`src/rtl/sbcmc_pkg.sv`:
```
// constants, types and field layout for the mode controller and serial port
// Operation
// - host writes mode field 01 from Standby or Normal to request Sleep
// - Sleep needs no pending interrupt or wake and one enabled wake source
// - a refused Sleep request gives a short system reset of at least 3.6 ms
// - Sleep: both regulators off, watchdog stopped, reset output held low
// - Sleep: transceiver off if standby select 0, low-power wake if 1
// - wake in Sleep: go Standby, system reset, mode field 00, main regulator on
// - overtemperature in Normal or Standby: Overtemp, regulators off, bus high-Z
// - entering Overtemp drives reset low and sets limp control bit
// - release indication leaves Overtemp to Standby with a system reset
// - serial port full duplex: status shifts out while control shifts in
// - header bit 12: 0 writes register, 1 reads without altering
// - select is active low; data output floats while select is high
// - sample on falling serial clock edge, shift out on rising edge
// - header bits 15 to 13 give address, bit 12 read-only flag
// - addresses 000 to 011 decode four registers; bits 11 to 0 data
// - watchdog mode bit 11 picks Window/Timeout or Timeout/Off behaviour
// - period field 10:8 selects 8 to 4096 ms
// - any reset returns the period field to code 100
// - bit 7 reads 1 while watchdog disable pin is high
// - bits 6 and 5 report main and CAN regulator undervoltage
// - bits 4 and 3 show live local wake input levels
// - mode field: 00 Standby, 01 Sleep, 10 Normal CAN off, 11 Normal CAN on
package sbcmc_pkg;

    // timing
    localparam int CLK_PERIOD_NS   = 8;
    localparam int SHORT_RST_NS    = 3600000;
    localparam int LONG_RST_NS     = 20000000;
    localparam int SHORT_RST_CYC   =
        (SHORT_RST_NS + CLK_PERIOD_NS - 1) / CLK_PERIOD_NS;
    localparam int LONG_RST_CYC    =
        (LONG_RST_NS + CLK_PERIOD_NS - 1) / CLK_PERIOD_NS;
    localparam int RST_CNT_W       = 24;

    // serial word layout
    localparam int WORD_BITS       = 16;
    localparam int HDR_BITS        = 4;
    localparam int ADDR_HI         = 15;
    localparam int ADDR_LO         = 13;
    localparam int RO_POS          = 12;
    localparam int DATA_BITS       = 12;

    // register addresses
    localparam logic [2:0] ADDR_WDOG_STATUS = 3'h0;
    localparam logic [2:0] ADDR_MODE_CTRL   = 3'h1;
    localparam logic [2:0] ADDR_IRQ_CTRL    = 3'h2;
    localparam logic [2:0] ADDR_IRQ_STATUS  = 3'h3;

    // watchdog/status fields
    localparam int WMC_POS         = 11;
    localparam int NWP_HI          = 10;
    localparam int NWP_LO          = 8;
    localparam logic       WMC_RST = 1'b0;
    localparam logic [2:0] NWP_RST = 3'h4;

    // mode control fields
    localparam int MC_HI           = 11;
    localparam int MC_LO           = 10;
    localparam int LHC_POS         = 8;
    localparam logic [11:0] MODE_CTRL_RST = 12'h200;
    localparam logic [11:0] IRQ_CTRL_RST  = 12'h000;
    localparam logic [11:0] IRQ_STAT_RST  = 12'h000;

    typedef enum logic [1:0] {
        MC_STANDBY   = 2'b00,
        MC_SLEEP     = 2'b01,
        MC_NORMAL_V2 = 2'b10,
        MC_NORMAL_ON = 2'b11
    } sbcmc_mc_t;

    typedef enum logic [1:0] {
        ST_STANDBY  = 2'b00,
        ST_NORMAL   = 2'b01,
        ST_SLEEP    = 2'b10,
        ST_OVERTEMP = 2'b11
    } sbcmc_state_t;

    typedef enum logic [1:0] {
        WD_OFF     = 2'b00,
        WD_TIMEOUT = 2'b01,
        WD_WINDOW  = 2'b10
    } sbcmc_wd_t;

    // pins from outside the clock domain, msb first
    typedef struct packed {
        logic sck;
        logic sel_n;
        logic serial_in_pin;
        logic can_wake;
        logic lin_wake;
        logic local_wake;
        logic otp_act;
        logic otp_rel;
        logic wdog_off;
        logic main_uv;
        logic can_uv;
        logic wake1;
        logic wake2;
    } sbcmc_pins_t;

    localparam int PIN_COUNT = 13;
    localparam logic [12:0] PIN_RST = 13'h0800;

endpackage

```
`src/rtl/sbcmc_top.sv`:
```
// mode controller, serial slave port and watchdog/status register
`timescale 1ns/1ps
module sbcmc_top
    import sbcmc_pkg::*;
#(
    parameter int SHORT_RST_CYCLES = SHORT_RST_CYC,
    parameter int LONG_RST_CYCLES  = LONG_RST_CYC
) (
    // clock and reset
    input  logic       CLOCK,
    input  logic       RST,
    // serial port
    input  logic       SCK,
    input  logic       SERIAL_SELECT_N,
    input  logic       SERIAL_IN_PIN,
    output logic       SERIAL_OUT_PIN,
    output logic       SERIAL_OUT_OE,
    // asynchronous events and levels
    input  logic       CAN_WAKE,
    input  logic       LIN_WAKE,
    input  logic       LOCAL_WAKE,
    input  logic       OTP_ACT,
    input  logic       OTP_REL,
    input  logic       WDOG_DISABLE_PIN,
    input  logic       MAIN_REG_UV_FLAG,
    input  logic       CAN_REG_UV_FLAG,
    input  logic       WAKE_IN1_LEVEL,
    input  logic       WAKE_IN2_LEVEL,
    // same-clock status from neighbouring logic
    input  logic       IRQ_OUT_N,
    input  logic       WAKE_PENDING,
    input  logic [2:0] WAKE_SRC_EN,
    input  logic       CAN_STANDBY_SEL,
    input  logic       LIN_STANDBY_SEL,
    input  logic       LONG_RESET_SEL,
    // control outputs
    output logic       RESET_OUT_N,
    output logic       MAIN_REG_EN,
    output logic       CAN_REG_EN,
    output logic       CAN_XCVR_ACTIVE,
    output logic       CAN_XCVR_LOWPWR,
    output logic       LIN_XCVR_ACTIVE,
    output logic       LIN_XCVR_LOWPWR,
    output logic       BUS_HIGH_Z,
    output logic       FALLBACK_DRIVE_OE,
    output logic [1:0] WDOG_MODE,
    output logic [2:0] WDOG_PERIOD_SEL,
    output logic [1:0] OP_MODE_STATE
);

    if (SHORT_RST_CYCLES < 1 || SHORT_RST_CYCLES >= (1 << RST_CNT_W))
    begin : g_bad_short
        $error("short reset count out of range");
    end
    if (LONG_RST_CYCLES < 1 || LONG_RST_CYCLES >= (1 << RST_CNT_W))
    begin : g_bad_long
        $error("long reset count out of range");
    end

    logic [PIN_COUNT-1:0] pin_raw;
    logic [PIN_COUNT-1:0] sync1_reg;
    logic [PIN_COUNT-1:0] sync2_reg;
    logic [PIN_COUNT-1:0] sync3_reg;
    logic [PIN_COUNT-1:0] filt_reg;
    sbcmc_pins_t          pins;
    logic                 sck_d_reg;
    logic                 sel_d_reg;
    logic                 sck_rise;
    logic                 sck_fall;
    logic                 sel_rise;
    logic [4:0]           bit_cnt_reg;
    logic [15:0]          rx_reg;
    logic [3:0]           hdr_reg;
    logic [11:0]          rd_data;
    logic                 wr_strobe;
    logic [2:0]           wr_addr;
    logic                 wmc_reg;
    logic [2:0]           nwp_reg;
    logic [11:0]          mode_ctrl_reg;
    logic [11:0]          irq_ctrl_reg;
    logic [11:0]          irq_status_reg;
    sbcmc_state_t         state_reg;
    logic                 rst_active_reg;
    logic [RST_CNT_W-1:0] rst_cnt_reg;
    logic                 mc_wr;
    sbcmc_mc_t            new_mc;
    sbcmc_mc_t            cur_mc;
    logic                 sleep_ok;
    logic                 sleep_reject;
    logic                 wake_exit;
    logic                 ot_exit;
    logic                 op_active;
    logic                 sysrst_start;
    logic                 rst_long;

    assign pin_raw = {SCK, SERIAL_SELECT_N, SERIAL_IN_PIN, CAN_WAKE,
                      LIN_WAKE, LOCAL_WAKE, OTP_ACT, OTP_REL,
                      WDOG_DISABLE_PIN, MAIN_REG_UV_FLAG, CAN_REG_UV_FLAG,
                      WAKE_IN1_LEVEL, WAKE_IN2_LEVEL};

    // three-stage sync; a level is taken once stages two and three agree
    for (genvar i = 0; i < PIN_COUNT; i++) begin : g_sync
        always_ff @(posedge CLOCK or posedge RST) begin
            if (RST) begin
                sync1_reg[i] <= PIN_RST[i];
                sync2_reg[i] <= PIN_RST[i];
                sync3_reg[i] <= PIN_RST[i];
                filt_reg[i]  <= PIN_RST[i];
            end else begin
                sync1_reg[i] <= pin_raw[i];
                sync2_reg[i] <= sync1_reg[i];
                sync3_reg[i] <= sync2_reg[i];
                if (sync2_reg[i] == sync3_reg[i]) begin
                    filt_reg[i] <= sync2_reg[i];
                end
            end
        end
    end

    assign pins = filt_reg;

    // serial clock idles low, so no edge is seen between words
    always_ff @(posedge CLOCK or posedge RST) begin
        if (RST) begin
            sck_d_reg <= 1'b0;
            sel_d_reg <= 1'b1;
        end else begin
            sck_d_reg <= pins.sck;
            sel_d_reg <= pins.sel_n;
        end
    end

    assign sck_rise = pins.sck & ~sck_d_reg;
    assign sck_fall = ~pins.sck & sck_d_reg;
    assign sel_rise = pins.sel_n & ~sel_d_reg;

    // shift engine
    always_ff @(posedge CLOCK or posedge RST) begin
        if (RST) begin
            bit_cnt_reg    <= 5'h00;
            rx_reg         <= 16'h0000;
            hdr_reg        <= 4'h0;
            SERIAL_OUT_PIN <= 1'b0;
            SERIAL_OUT_OE  <= 1'b0;
        end else begin
            SERIAL_OUT_OE <= ~pins.sel_n;
            if (pins.sel_n) begin
                bit_cnt_reg    <= 5'h00;
                SERIAL_OUT_PIN <= 1'b0;
            end else begin
                if (sck_fall && bit_cnt_reg < 5'(WORD_BITS)) begin
                    rx_reg      <= {rx_reg[14:0], pins.serial_in_pin};
                    bit_cnt_reg <= bit_cnt_reg + 5'h01;
                    if (bit_cnt_reg == 5'(HDR_BITS - 1)) begin
                        hdr_reg <= {rx_reg[2:0], pins.serial_in_pin};
                    end
                end
                // header time returns zeros, then the addressed contents
                if (sck_rise) begin
                    if (bit_cnt_reg >= 5'(HDR_BITS) &&
                        bit_cnt_reg < 5'(WORD_BITS)) begin
                        SERIAL_OUT_PIN <= rd_data[4'(5'd15 - bit_cnt_reg)];
                    end else begin
                        SERIAL_OUT_PIN <= 1'b0;
                    end
                end
            end
        end
    end

    // read-back word, bits 7 to 3 of the watchdog/status word are live status
    assign cur_mc = sbcmc_mc_t'(mode_ctrl_reg[MC_HI:MC_LO]);
    always_comb begin
        unique case (hdr_reg[3:1])
            ADDR_WDOG_STATUS: rd_data = {wmc_reg, nwp_reg, pins.wdog_off,
                                         pins.main_uv, pins.can_uv,
                                         pins.wake1, pins.wake2,
                                         3'h0};
            ADDR_MODE_CTRL:   rd_data = mode_ctrl_reg;
            ADDR_IRQ_CTRL:    rd_data = irq_ctrl_reg;
            ADDR_IRQ_STATUS:  rd_data = irq_status_reg;
            default:          rd_data = 12'h000;
        endcase
    end

    // commit only whole words with the read-only flag clear
    assign wr_strobe = sel_rise && bit_cnt_reg == 5'(WORD_BITS)
                       && !rx_reg[RO_POS];
    assign wr_addr   = rx_reg[ADDR_HI:ADDR_LO];
    assign new_mc    = sbcmc_mc_t'(rx_reg[MC_HI:MC_LO]);

    assign op_active    = state_reg == ST_STANDBY || state_reg == ST_NORMAL;
    assign mc_wr        = wr_strobe && wr_addr == ADDR_MODE_CTRL;
    assign sleep_ok     = IRQ_OUT_N && !WAKE_PENDING
                          && |WAKE_SRC_EN;
    assign sleep_reject = op_active && !pins.otp_act && mc_wr
                          && new_mc == MC_SLEEP && !sleep_ok;
    assign wake_exit    = state_reg == ST_SLEEP &&
                          (pins.can_wake | pins.lin_wake | pins.local_wake);
    assign ot_exit      = state_reg == ST_OVERTEMP && pins.otp_rel;
    assign sysrst_start = sleep_reject | wake_exit | ot_exit;
    assign rst_long     = !sleep_reject && LONG_RESET_SEL;

    // operating mode and mode control register
    always_ff @(posedge CLOCK or posedge RST) begin
        if (RST) begin
            state_reg     <= ST_STANDBY;
            mode_ctrl_reg <= MODE_CTRL_RST;
        end else begin
            unique case (state_reg)
                ST_STANDBY, ST_NORMAL: begin
                    if (pins.otp_act) begin
                        state_reg              <= ST_OVERTEMP;
                        mode_ctrl_reg[LHC_POS] <= 1'b1;
                    end else if (mc_wr) begin
                        mode_ctrl_reg[9:0] <= rx_reg[9:0];
                        unique case (new_mc)
                            MC_SLEEP: begin
                                if (sleep_ok) begin
                                    state_reg <= ST_SLEEP;
                                    mode_ctrl_reg[MC_HI:MC_LO] <= MC_SLEEP;
                                end else begin
                                    state_reg <= ST_STANDBY;
                                    mode_ctrl_reg[MC_HI:MC_LO] <= MC_STANDBY;
                                end
                            end
                            MC_NORMAL_V2, MC_NORMAL_ON: begin
                                state_reg <= ST_NORMAL;
                                mode_ctrl_reg[MC_HI:MC_LO] <= new_mc;
                            end
                            MC_STANDBY: begin
                                state_reg <= ST_STANDBY;
                                mode_ctrl_reg[MC_HI:MC_LO] <= MC_STANDBY;
                            end
                        endcase
                    end
                end
                ST_SLEEP: begin
                    if (wake_exit) begin
                        state_reg <= ST_STANDBY;
                        mode_ctrl_reg[MC_HI:MC_LO] <= MC_STANDBY;
                    end
                end
                ST_OVERTEMP: begin
                    if (ot_exit) begin
                        state_reg <= ST_STANDBY;
                        mode_ctrl_reg[MC_HI:MC_LO] <= MC_STANDBY;
                    end
                end
            endcase
        end
    end

    // watchdog/status writable fields; period returns to default on reset
    always_ff @(posedge CLOCK or posedge RST) begin
        if (RST) begin
            wmc_reg <= WMC_RST;
            nwp_reg <= NWP_RST;
        end else if (sysrst_start) begin
            nwp_reg <= NWP_RST;
        end else if (wr_strobe && wr_addr == ADDR_WDOG_STATUS) begin
            wmc_reg <= rx_reg[WMC_POS];
            nwp_reg <= rx_reg[NWP_HI:NWP_LO];
        end
    end

    // interrupt registers are plain storage here
    always_ff @(posedge CLOCK or posedge RST) begin
        if (RST) begin
            irq_ctrl_reg   <= IRQ_CTRL_RST;
            irq_status_reg <= IRQ_STAT_RST;
        end else if (wr_strobe) begin
            if (wr_addr == ADDR_IRQ_CTRL) begin
                irq_ctrl_reg <= rx_reg[DATA_BITS-1:0];
            end
            if (wr_addr == ADDR_IRQ_STATUS) begin
                irq_status_reg <= rx_reg[DATA_BITS-1:0];
            end
        end
    end

    // system reset pulse; power-up uses the short width
    always_ff @(posedge CLOCK or posedge RST) begin
        if (RST) begin
            rst_active_reg <= 1'b1;
            rst_cnt_reg    <= RST_CNT_W'(SHORT_RST_CYCLES - 1);
        end else if (sysrst_start) begin
            rst_active_reg <= 1'b1;
            rst_cnt_reg    <= rst_long ? RST_CNT_W'(LONG_RST_CYCLES - 1)
                                       : RST_CNT_W'(SHORT_RST_CYCLES - 1);
        end else if (rst_active_reg) begin
            if (rst_cnt_reg == '0) begin
                rst_active_reg <= 1'b0;
            end else begin
                rst_cnt_reg <= rst_cnt_reg - RST_CNT_W'(1);
            end
        end
    end

    // registered outputs, one cycle behind state
    always_ff @(posedge CLOCK or posedge RST) begin
        if (RST) begin
            RESET_OUT_N       <= 1'b0;
            MAIN_REG_EN       <= 1'b0;
            CAN_REG_EN        <= 1'b0;
            CAN_XCVR_ACTIVE   <= 1'b0;
            CAN_XCVR_LOWPWR   <= 1'b0;
            LIN_XCVR_ACTIVE   <= 1'b0;
            LIN_XCVR_LOWPWR   <= 1'b0;
            BUS_HIGH_Z        <= 1'b0;
            FALLBACK_DRIVE_OE <= 1'b0;
            WDOG_MODE         <= WD_OFF;
            WDOG_PERIOD_SEL   <= NWP_RST;
            OP_MODE_STATE     <= ST_STANDBY;
        end else begin
            RESET_OUT_N     <= !rst_active_reg && op_active;
            MAIN_REG_EN     <= op_active;
            CAN_REG_EN      <= state_reg == ST_NORMAL
                               && cur_mc == MC_NORMAL_ON;
            CAN_XCVR_ACTIVE <= state_reg == ST_NORMAL && !CAN_STANDBY_SEL;
            CAN_XCVR_LOWPWR <= state_reg != ST_OVERTEMP
                               && CAN_STANDBY_SEL;
            LIN_XCVR_ACTIVE <= state_reg == ST_NORMAL && !LIN_STANDBY_SEL;
            LIN_XCVR_LOWPWR <= state_reg != ST_OVERTEMP
                               && LIN_STANDBY_SEL;
            BUS_HIGH_Z      <= state_reg == ST_OVERTEMP;
            FALLBACK_DRIVE_OE <= mode_ctrl_reg[LHC_POS];
            WDOG_PERIOD_SEL <= nwp_reg;
            OP_MODE_STATE   <= state_reg;
            // disable pin overrides everything
            if (!op_active || pins.wdog_off) begin
                WDOG_MODE <= WD_OFF;
            end else if (state_reg == ST_NORMAL) begin
                WDOG_MODE <= wmc_reg ? WD_TIMEOUT : WD_WINDOW;
            end else begin
                WDOG_MODE <= wmc_reg ? WD_OFF : WD_TIMEOUT;
            end
        end
    end

endmodule // sbcmc_top

```
`config.mk`:
```
export PLATFORM = sky130hd
export DESIGN_NAME = sbcmc_top
export DESIGN_NICKNAME = d
export VERILOG_FILES = /design/src/rtl/sbcmc_pkg.sv /design/src/rtl/sbcmc_top.sv
export SDC_FILE = /design/constraint.sdc
export NUM_CORES = 1
export LEC_CHECK = 0
export BUFFER_PORTS_ARGS = -buffer_cell sky130_fd_sc_hd__clkbuf_2
export CORE_UTILIZATION = 60
export DETAILED_ROUTE_END_ITERATION = 10
export GPL_TIMING_DRIVEN = 0
export MAX_ROUTING_LAYER = met4
export PLACE_DENSITY = 0.88
export SYNTH_ARGS = -nofsm -noshare
export SYNTH_HDL_FRONTEND = slang
export SYNTH_SLANG_ARGS = --single-unit
export TNS_END_PERCENT = 20
```
`constraint.sdc`:
```
create_clock -name CLOCK -period 5.7 [get_ports CLOCK]
set_input_delay 0.285 -clock CLOCK [delete_from_list [all_inputs] [get_ports CLOCK]]
set_output_delay 0.285 -clock CLOCK [all_outputs]
set_load 0.01 [all_outputs]
```
Yosys cells after proc, flatten, opt, wreduce, memory -nomap -nowiden
Cells that the tools add are included.
{"block": "word_totals", "register_bits": 164, "wordCells": 224}
{"block": "classes", "order_cmp": 3, "bitwise_logic": 13, "add_sub_neg": 3, "n_mux": 34, "n_reduce_logical": 55, "n_eq_ne": 35}
{"cell": "2-to-1 mux 24 bit", "count": 3}
{"cell": "one-hot mux 12 bit (4 select lines)", "count": 1}
{"cell": "zero test 24 bit", "count": 1}
{"cell": "one-hot mux 2 bit (3 select lines)", "count": 4}
{"cell": "subtractor 24 x 1 -> 24 bit (second input constant)", "count": 1}
{"cell": "2-to-1 mux 22 bit", "count": 1}
{"cell": "logical AND 1 bit", "count": 21}
{"cell": "2-to-1 mux 2 bit", "count": 8}
{"cell": "equality test 1 bit", "count": 13}
{"cell": "equality test 3 x 2 -> 1 bit (second input constant)", "count": 4}
{"cell": "2-to-1 mux 12 bit", "count": 1}
{"cell": "!= test 2 bit (second input constant)", "count": 6}
{"cell": "AND reduction 2 bit", "count": 6}
{"cell": "equality test 2 bit (second input constant)", "count": 5}
{"cell": "2-to-1 mux 1 bit", "count": 10}
{"cell": "2-to-1 mux 5 bit", "count": 2}
{"cell": "nonzero test 2 bit", "count": 5}
{"cell": "zero test 1 bit", "count": 9}
{"cell": "2-to-1 mux 3 bit", "count": 3}
{"cell": "AND reduction 3 bit", "count": 3}
{"cell": "equality test 3 x 1 -> 1 bit (second input constant)", "count": 2}
{"cell": "zero test 3 bit", "count": 2}
{"cell": "inverter 1 bit", "count": 6}
{"cell": "adder 5 x 1 -> 5 bit (second input constant)", "count": 1}
{"cell": "other kinds (16)", "count": 25}

Longest topological paths before layout
{"block": "depth", "depth_word": 12, "ltp_mapped": 10}

Least setup slack after synthesis
No wires, ideal clock.
{"block": "synth_path", "path_type": "register to register", "start": "register filt_reg[11]", "end": "register irq_ctrl_reg[0]", "synth_period_minus_slack_ps": 2073, "stages_incl_launch_ff": 9, "setup_ps": 125, "path_slack_ps": 3627, "arrival_time_ps": 1948, "path_buffers": 3, "path_cell_list": "dfstp_2 clkbuf_1 and3b_1 and3_1 buf_2 nand2_1 nor2_1 buf_2 mux2_2"}
{"block": "synth_between", "elab_chain_cells": 4}
{"item": "start, declared", "line_no": "sbcmc_top.sv:64", "source": "logic [PIN_COUNT-1:0] filt_reg;"}
{"item": "start signal, assigned by index", "line_no": "sbcmc_top.sv:108", "source": "filt_reg[i] <= PIN_RST[i];"}
{"item": "start signal, assigned by index", "line_no": "sbcmc_top.sv:114", "source": "filt_reg[i] <= sync2_reg[i];"}
{"item": "AND 1 bit", "line_no": "sbcmc_top.sv:135", "source": "assign sel_rise = pins.sel_n & ~sel_d_reg;"}
{"item": "logical AND 1 bit", "line_no": "sbcmc_top.sv:187", "source": "assign wr_strobe = sel_rise && bit_cnt_reg == 5'(WORD_BITS)"}
{"item": "logical AND 1 bit", "line_no": "sbcmc_top.sv:188", "source": "&& !rx_reg[RO_POS];"}
{"item": "AND reduction 2 bit (no line)"}
{"item": "end signal, assigned", "line_no": "sbcmc_top.sv:274", "source": "irq_ctrl_reg <= rx_reg[DATA_BITS-1:0];"}
{"item": "end, declared", "line_no": "sbcmc_top.sv:80", "source": "logic [11:0] irq_ctrl_reg;"}
No other way between the ends.
A chain may end at the register's enable or synchronous reset.

Worst setup path in the final report
{"block": "layout_path", "start": "register filt_reg[11]", "end": "register irq_ctrl_reg[2]"}
Same word-level chain as after synthesis.

==> results.cfg <==
[worst_setup_path]
kind_of_end_point_of_the_critical_path = flop
path_max_fanout = 10
r2r_setup_slack_ns = 3.23
worstReg2RegStart = filt_reg[11]$_DFFE_PP1N_
worstPathArrival_ns = 2.89
worstReg2RegEnd = irq_ctrl_reg[2]$_DFFE_PP0P_
criticalPathCategory = reg2reg
worst_ep_required_time_ns = 6.12
critPathLaunchType = flop
crit_start = filt_reg[11]$_DFFE_PP1N_
reg2regPathDepth = 8

[die]
core_area_um2 = 10400
floorplan.initialDensity = 0.625
die_width_um = 106
floorplan.io_pins = 41
die_area_um2 = 11300
placement_rows = 37
floorplan.die.height_um = 106

[synthesis]
syn-cell-area_um2 = 6510
postSynthRegisterBits = 163
avgSynthCellArea_um2 = 13.6
yosysSeqAreaShare = 0.631
syn-instance-count = 480
synth-edff-count = 0
synth_flop_cell = dfrtp_1
synthTopCellsByArea = dfrtp_1 (54%), dfstp_2 (9.3%), mux2_2 (8.5%)
synth.lib_cells_used.distinct = 63
async_reset_ff_frac = 1.00
synth.largest_area_cell = dfrtp_1
synth.yosys.warnings = 0
number_of_nets_produced_by_synthesis = 506
synthDominantCellAreaShare = 0.538

[cts]
clkTransAtPathRegs_ns = 0.07
cts.repair_timing.setup_buffer_count = 0
clock_sinks = 163
cts-root-to-sink-buffers = 2
cts_made_buffers = 17
htreeDepth = 4
cts_tree = built
clk-insertion-delay-late_ns = 0.53
cts_root_buffer = clkbuf_8
cts_resized = 0

[layout]
number_of_flip_flops_under_the_largest_register_name = 24
final_net_count = 583
design_area_um2 = 7620
area_growth_pct = 17.1
drive_above_1_share = 0.305
antennaDiodeCount = 0
finish.utilization = 0.732

[timing]
holdWs_ns = 0.120
timing.final.hold_violations = 0
timing.final.crit_share = 0.434
finalSetupTns_ns = 0
timing.clock.skew_ns = 0.00829
maxClockFrequency_ghz = 0.405
drv_slew = 0
rsz0062_at_grt = no
period_needed_ns = 2.47
timing.slew.headroom = 0.611
setup_violation_total_in_the_final_timing_report = 0
slew_worst_pin_ns = 0.583

[hold_path]
min-delay-start = WAKE_PENDING
min-delay-path-class = in2reg
worst_hold_path.endpoint = state_reg[1]$_DFFE_PP0P_
min_delay_path_depth = 4

[drt]
vias_per_cell = 5.85
totalWireLength_mm = 12.6
antenna_left = 0
drt_pre_antenna_iters = 5
route.detailed.drc = 0
drt_iter0_drc = 264
wire_per_inst_um = 17.9
route.vias.total = 4127

[grt]
grt_pass1_vias = 4303
grt_overflow_total = 0
antenna_found_initial = 0
grt.total_usage = 0.254
grt_start_max_net_pins = 105
grt_pass1_wl_mm = 21.0

[pwr]
power.leakage_nw = 3.44
powerDensity_nw_per_um2 = 378
max-vdd-ir-drop_v = 0.000269
post-layout-total-power_w = 0.00288

[place]
post_dp_cell_area_um2 = 6920
port_buffers = 40
hpwlAfterDp_mm = 7.78
finalWeightedCongestion = 0.875

[run]
timing.max_cap.violations = 0

[status]
run_status = completed
-- logic make-up (layout without fill, tap and decap cells) --
family                   count (synthesis)  after routing  synth area share
AO/OA/AOI/OAI                           43             43            0.0453
XOR/XNOR                                19             19            0.0256
adder cells (fa/ha/maj)                 16             16            0.0257
buffers and inverters                   30            120            0.0207
flip-flops                             163            163             0.631
multiplexers                            70             70             0.135
AND/OR/NAND/NOR                        139            139             0.116
-- placed cells by master (no fill, tap or decap), types with 4 or more instances in the layout --
master,Yosys,final
xnor2_1,16,16
a21oi_1,8,8
clkbuf_1,9,11
nor3_1,15,15
nand4_1,4,4
and3_1,4,4
mux4_2,9,9
clkbuf_8,0,4
o21ai_0,5,5
clkbuf_2,0,40
buf_2,9,9
nor3b_1,4,4
nor4_1,8,8
dfstp_2,23,23
mux2_1,6,6
mux2_2,49,49
or3_1,4,4
nand2_1,30,30
maj3_1,13,13
dfrtp_1,140,140
dlygate4sd3_1,0,17
clkbuf_16,0,16
nor2_1,34,34
nand3_1,7,7
mux2i_1,6,6
nor2b_1,4,4
inv_1,9,8
o21ai_1,6,6
-- worst max path at each step --
stage | end | slack (ns) | cells after the start
finish | irq_ctrl_reg[2]$_DFFE_PP0P_ | 3.23 | 8
global route | rst_cnt_reg[13]$_DFFE_PP0P_ | 3.08 | 10
CTS | irq_ctrl_reg[2]$_DFFE_PP0P_ | 3.25 | 8
detailed placement | irq_ctrl_reg[2]$_DFFE_PP0P_ | 3.28 | 8
global placement | filt_reg[12]$_DFFE_PP0N_ | -0.27 | 2
floorplan | BUS_HIGH_Z$_DFF_PP0_ | 1.05 | 1
-- synthesized netlist by cell type (all sizes together) (2+ instances only) --
cell    number
buf         12
nor2        35
maj3        13
clkbuf       9
nand3        7
o211ai       3
and2         3
nor2b        4
o31a         2
dfstp       23
nand4        4
xnor2       16
nor3b        6
a21oi        8
and3b        2
mux2i        6
a31oi        2
dfrtp      140
nand2b       2
nand2       30
or3          6
nor4         9
and3         5
inv          9
mux2        55
or2          3
ha           3
xor2         3
a221oi       3
mux4         9
nor3        16
o21ai       11
o22ai        2
-- per-layer routing --
metal  global-route usage  up-vias  share of wire
li1                     -     1865              -
met1                0.310     2124           0.41
met2                0.411      112           0.53
met3               0.0564       26          0.040
met4                0.107        0          0.018
met5                    -        -              0
-- final cells by class --
cell class,instances,area [µm²]
clock buffers,22,463
multi-input cells,287,2270
well taps,136,170
clock inverters,10,76.3
inverters,9,38.8
plain buffers,21,101
flip-flops and latches,163,4110
fillers,662,2790
repair buffers,58,398
-- worst max-delay path: stages (launching register included) --
cell	delay [ns]
dfstp_2	0.53
clkbuf_1	0.29
and3b_1	0.21
and3_1	0.15
buf_2	0.17
nand2_1	0.07
nor2_1	0.22
buf_2	0.33
mux2_2	0.39
-- per-stage QoR --
stage               worst slack [ns]  instances
global route                    3.08        706
floorplan                       1.05        480
global placement              -0.274        656
finish                          3.23        706
CTS                             3.25        706
detailed placement              3.28        657
-- power by group --
group / leakage (nW) / switching, W / total [W] / internal, W
combinational: 1.15 / 0.000255 / 0.000436 / 0.000181
sequential: 2.03 / 0.000113 / 0.00142 / 0.00131
clock: 0.258 / 0.000448 / 0.00102 / 0.000573
-- what timing repair did --
item                       4_1_cts  5_1_grt
setup endpoints to repair        0        0
hold endpoints to repair        65        0
hold buffers                    17        0
No activity file was read; power rests on OpenSTA's default activity.
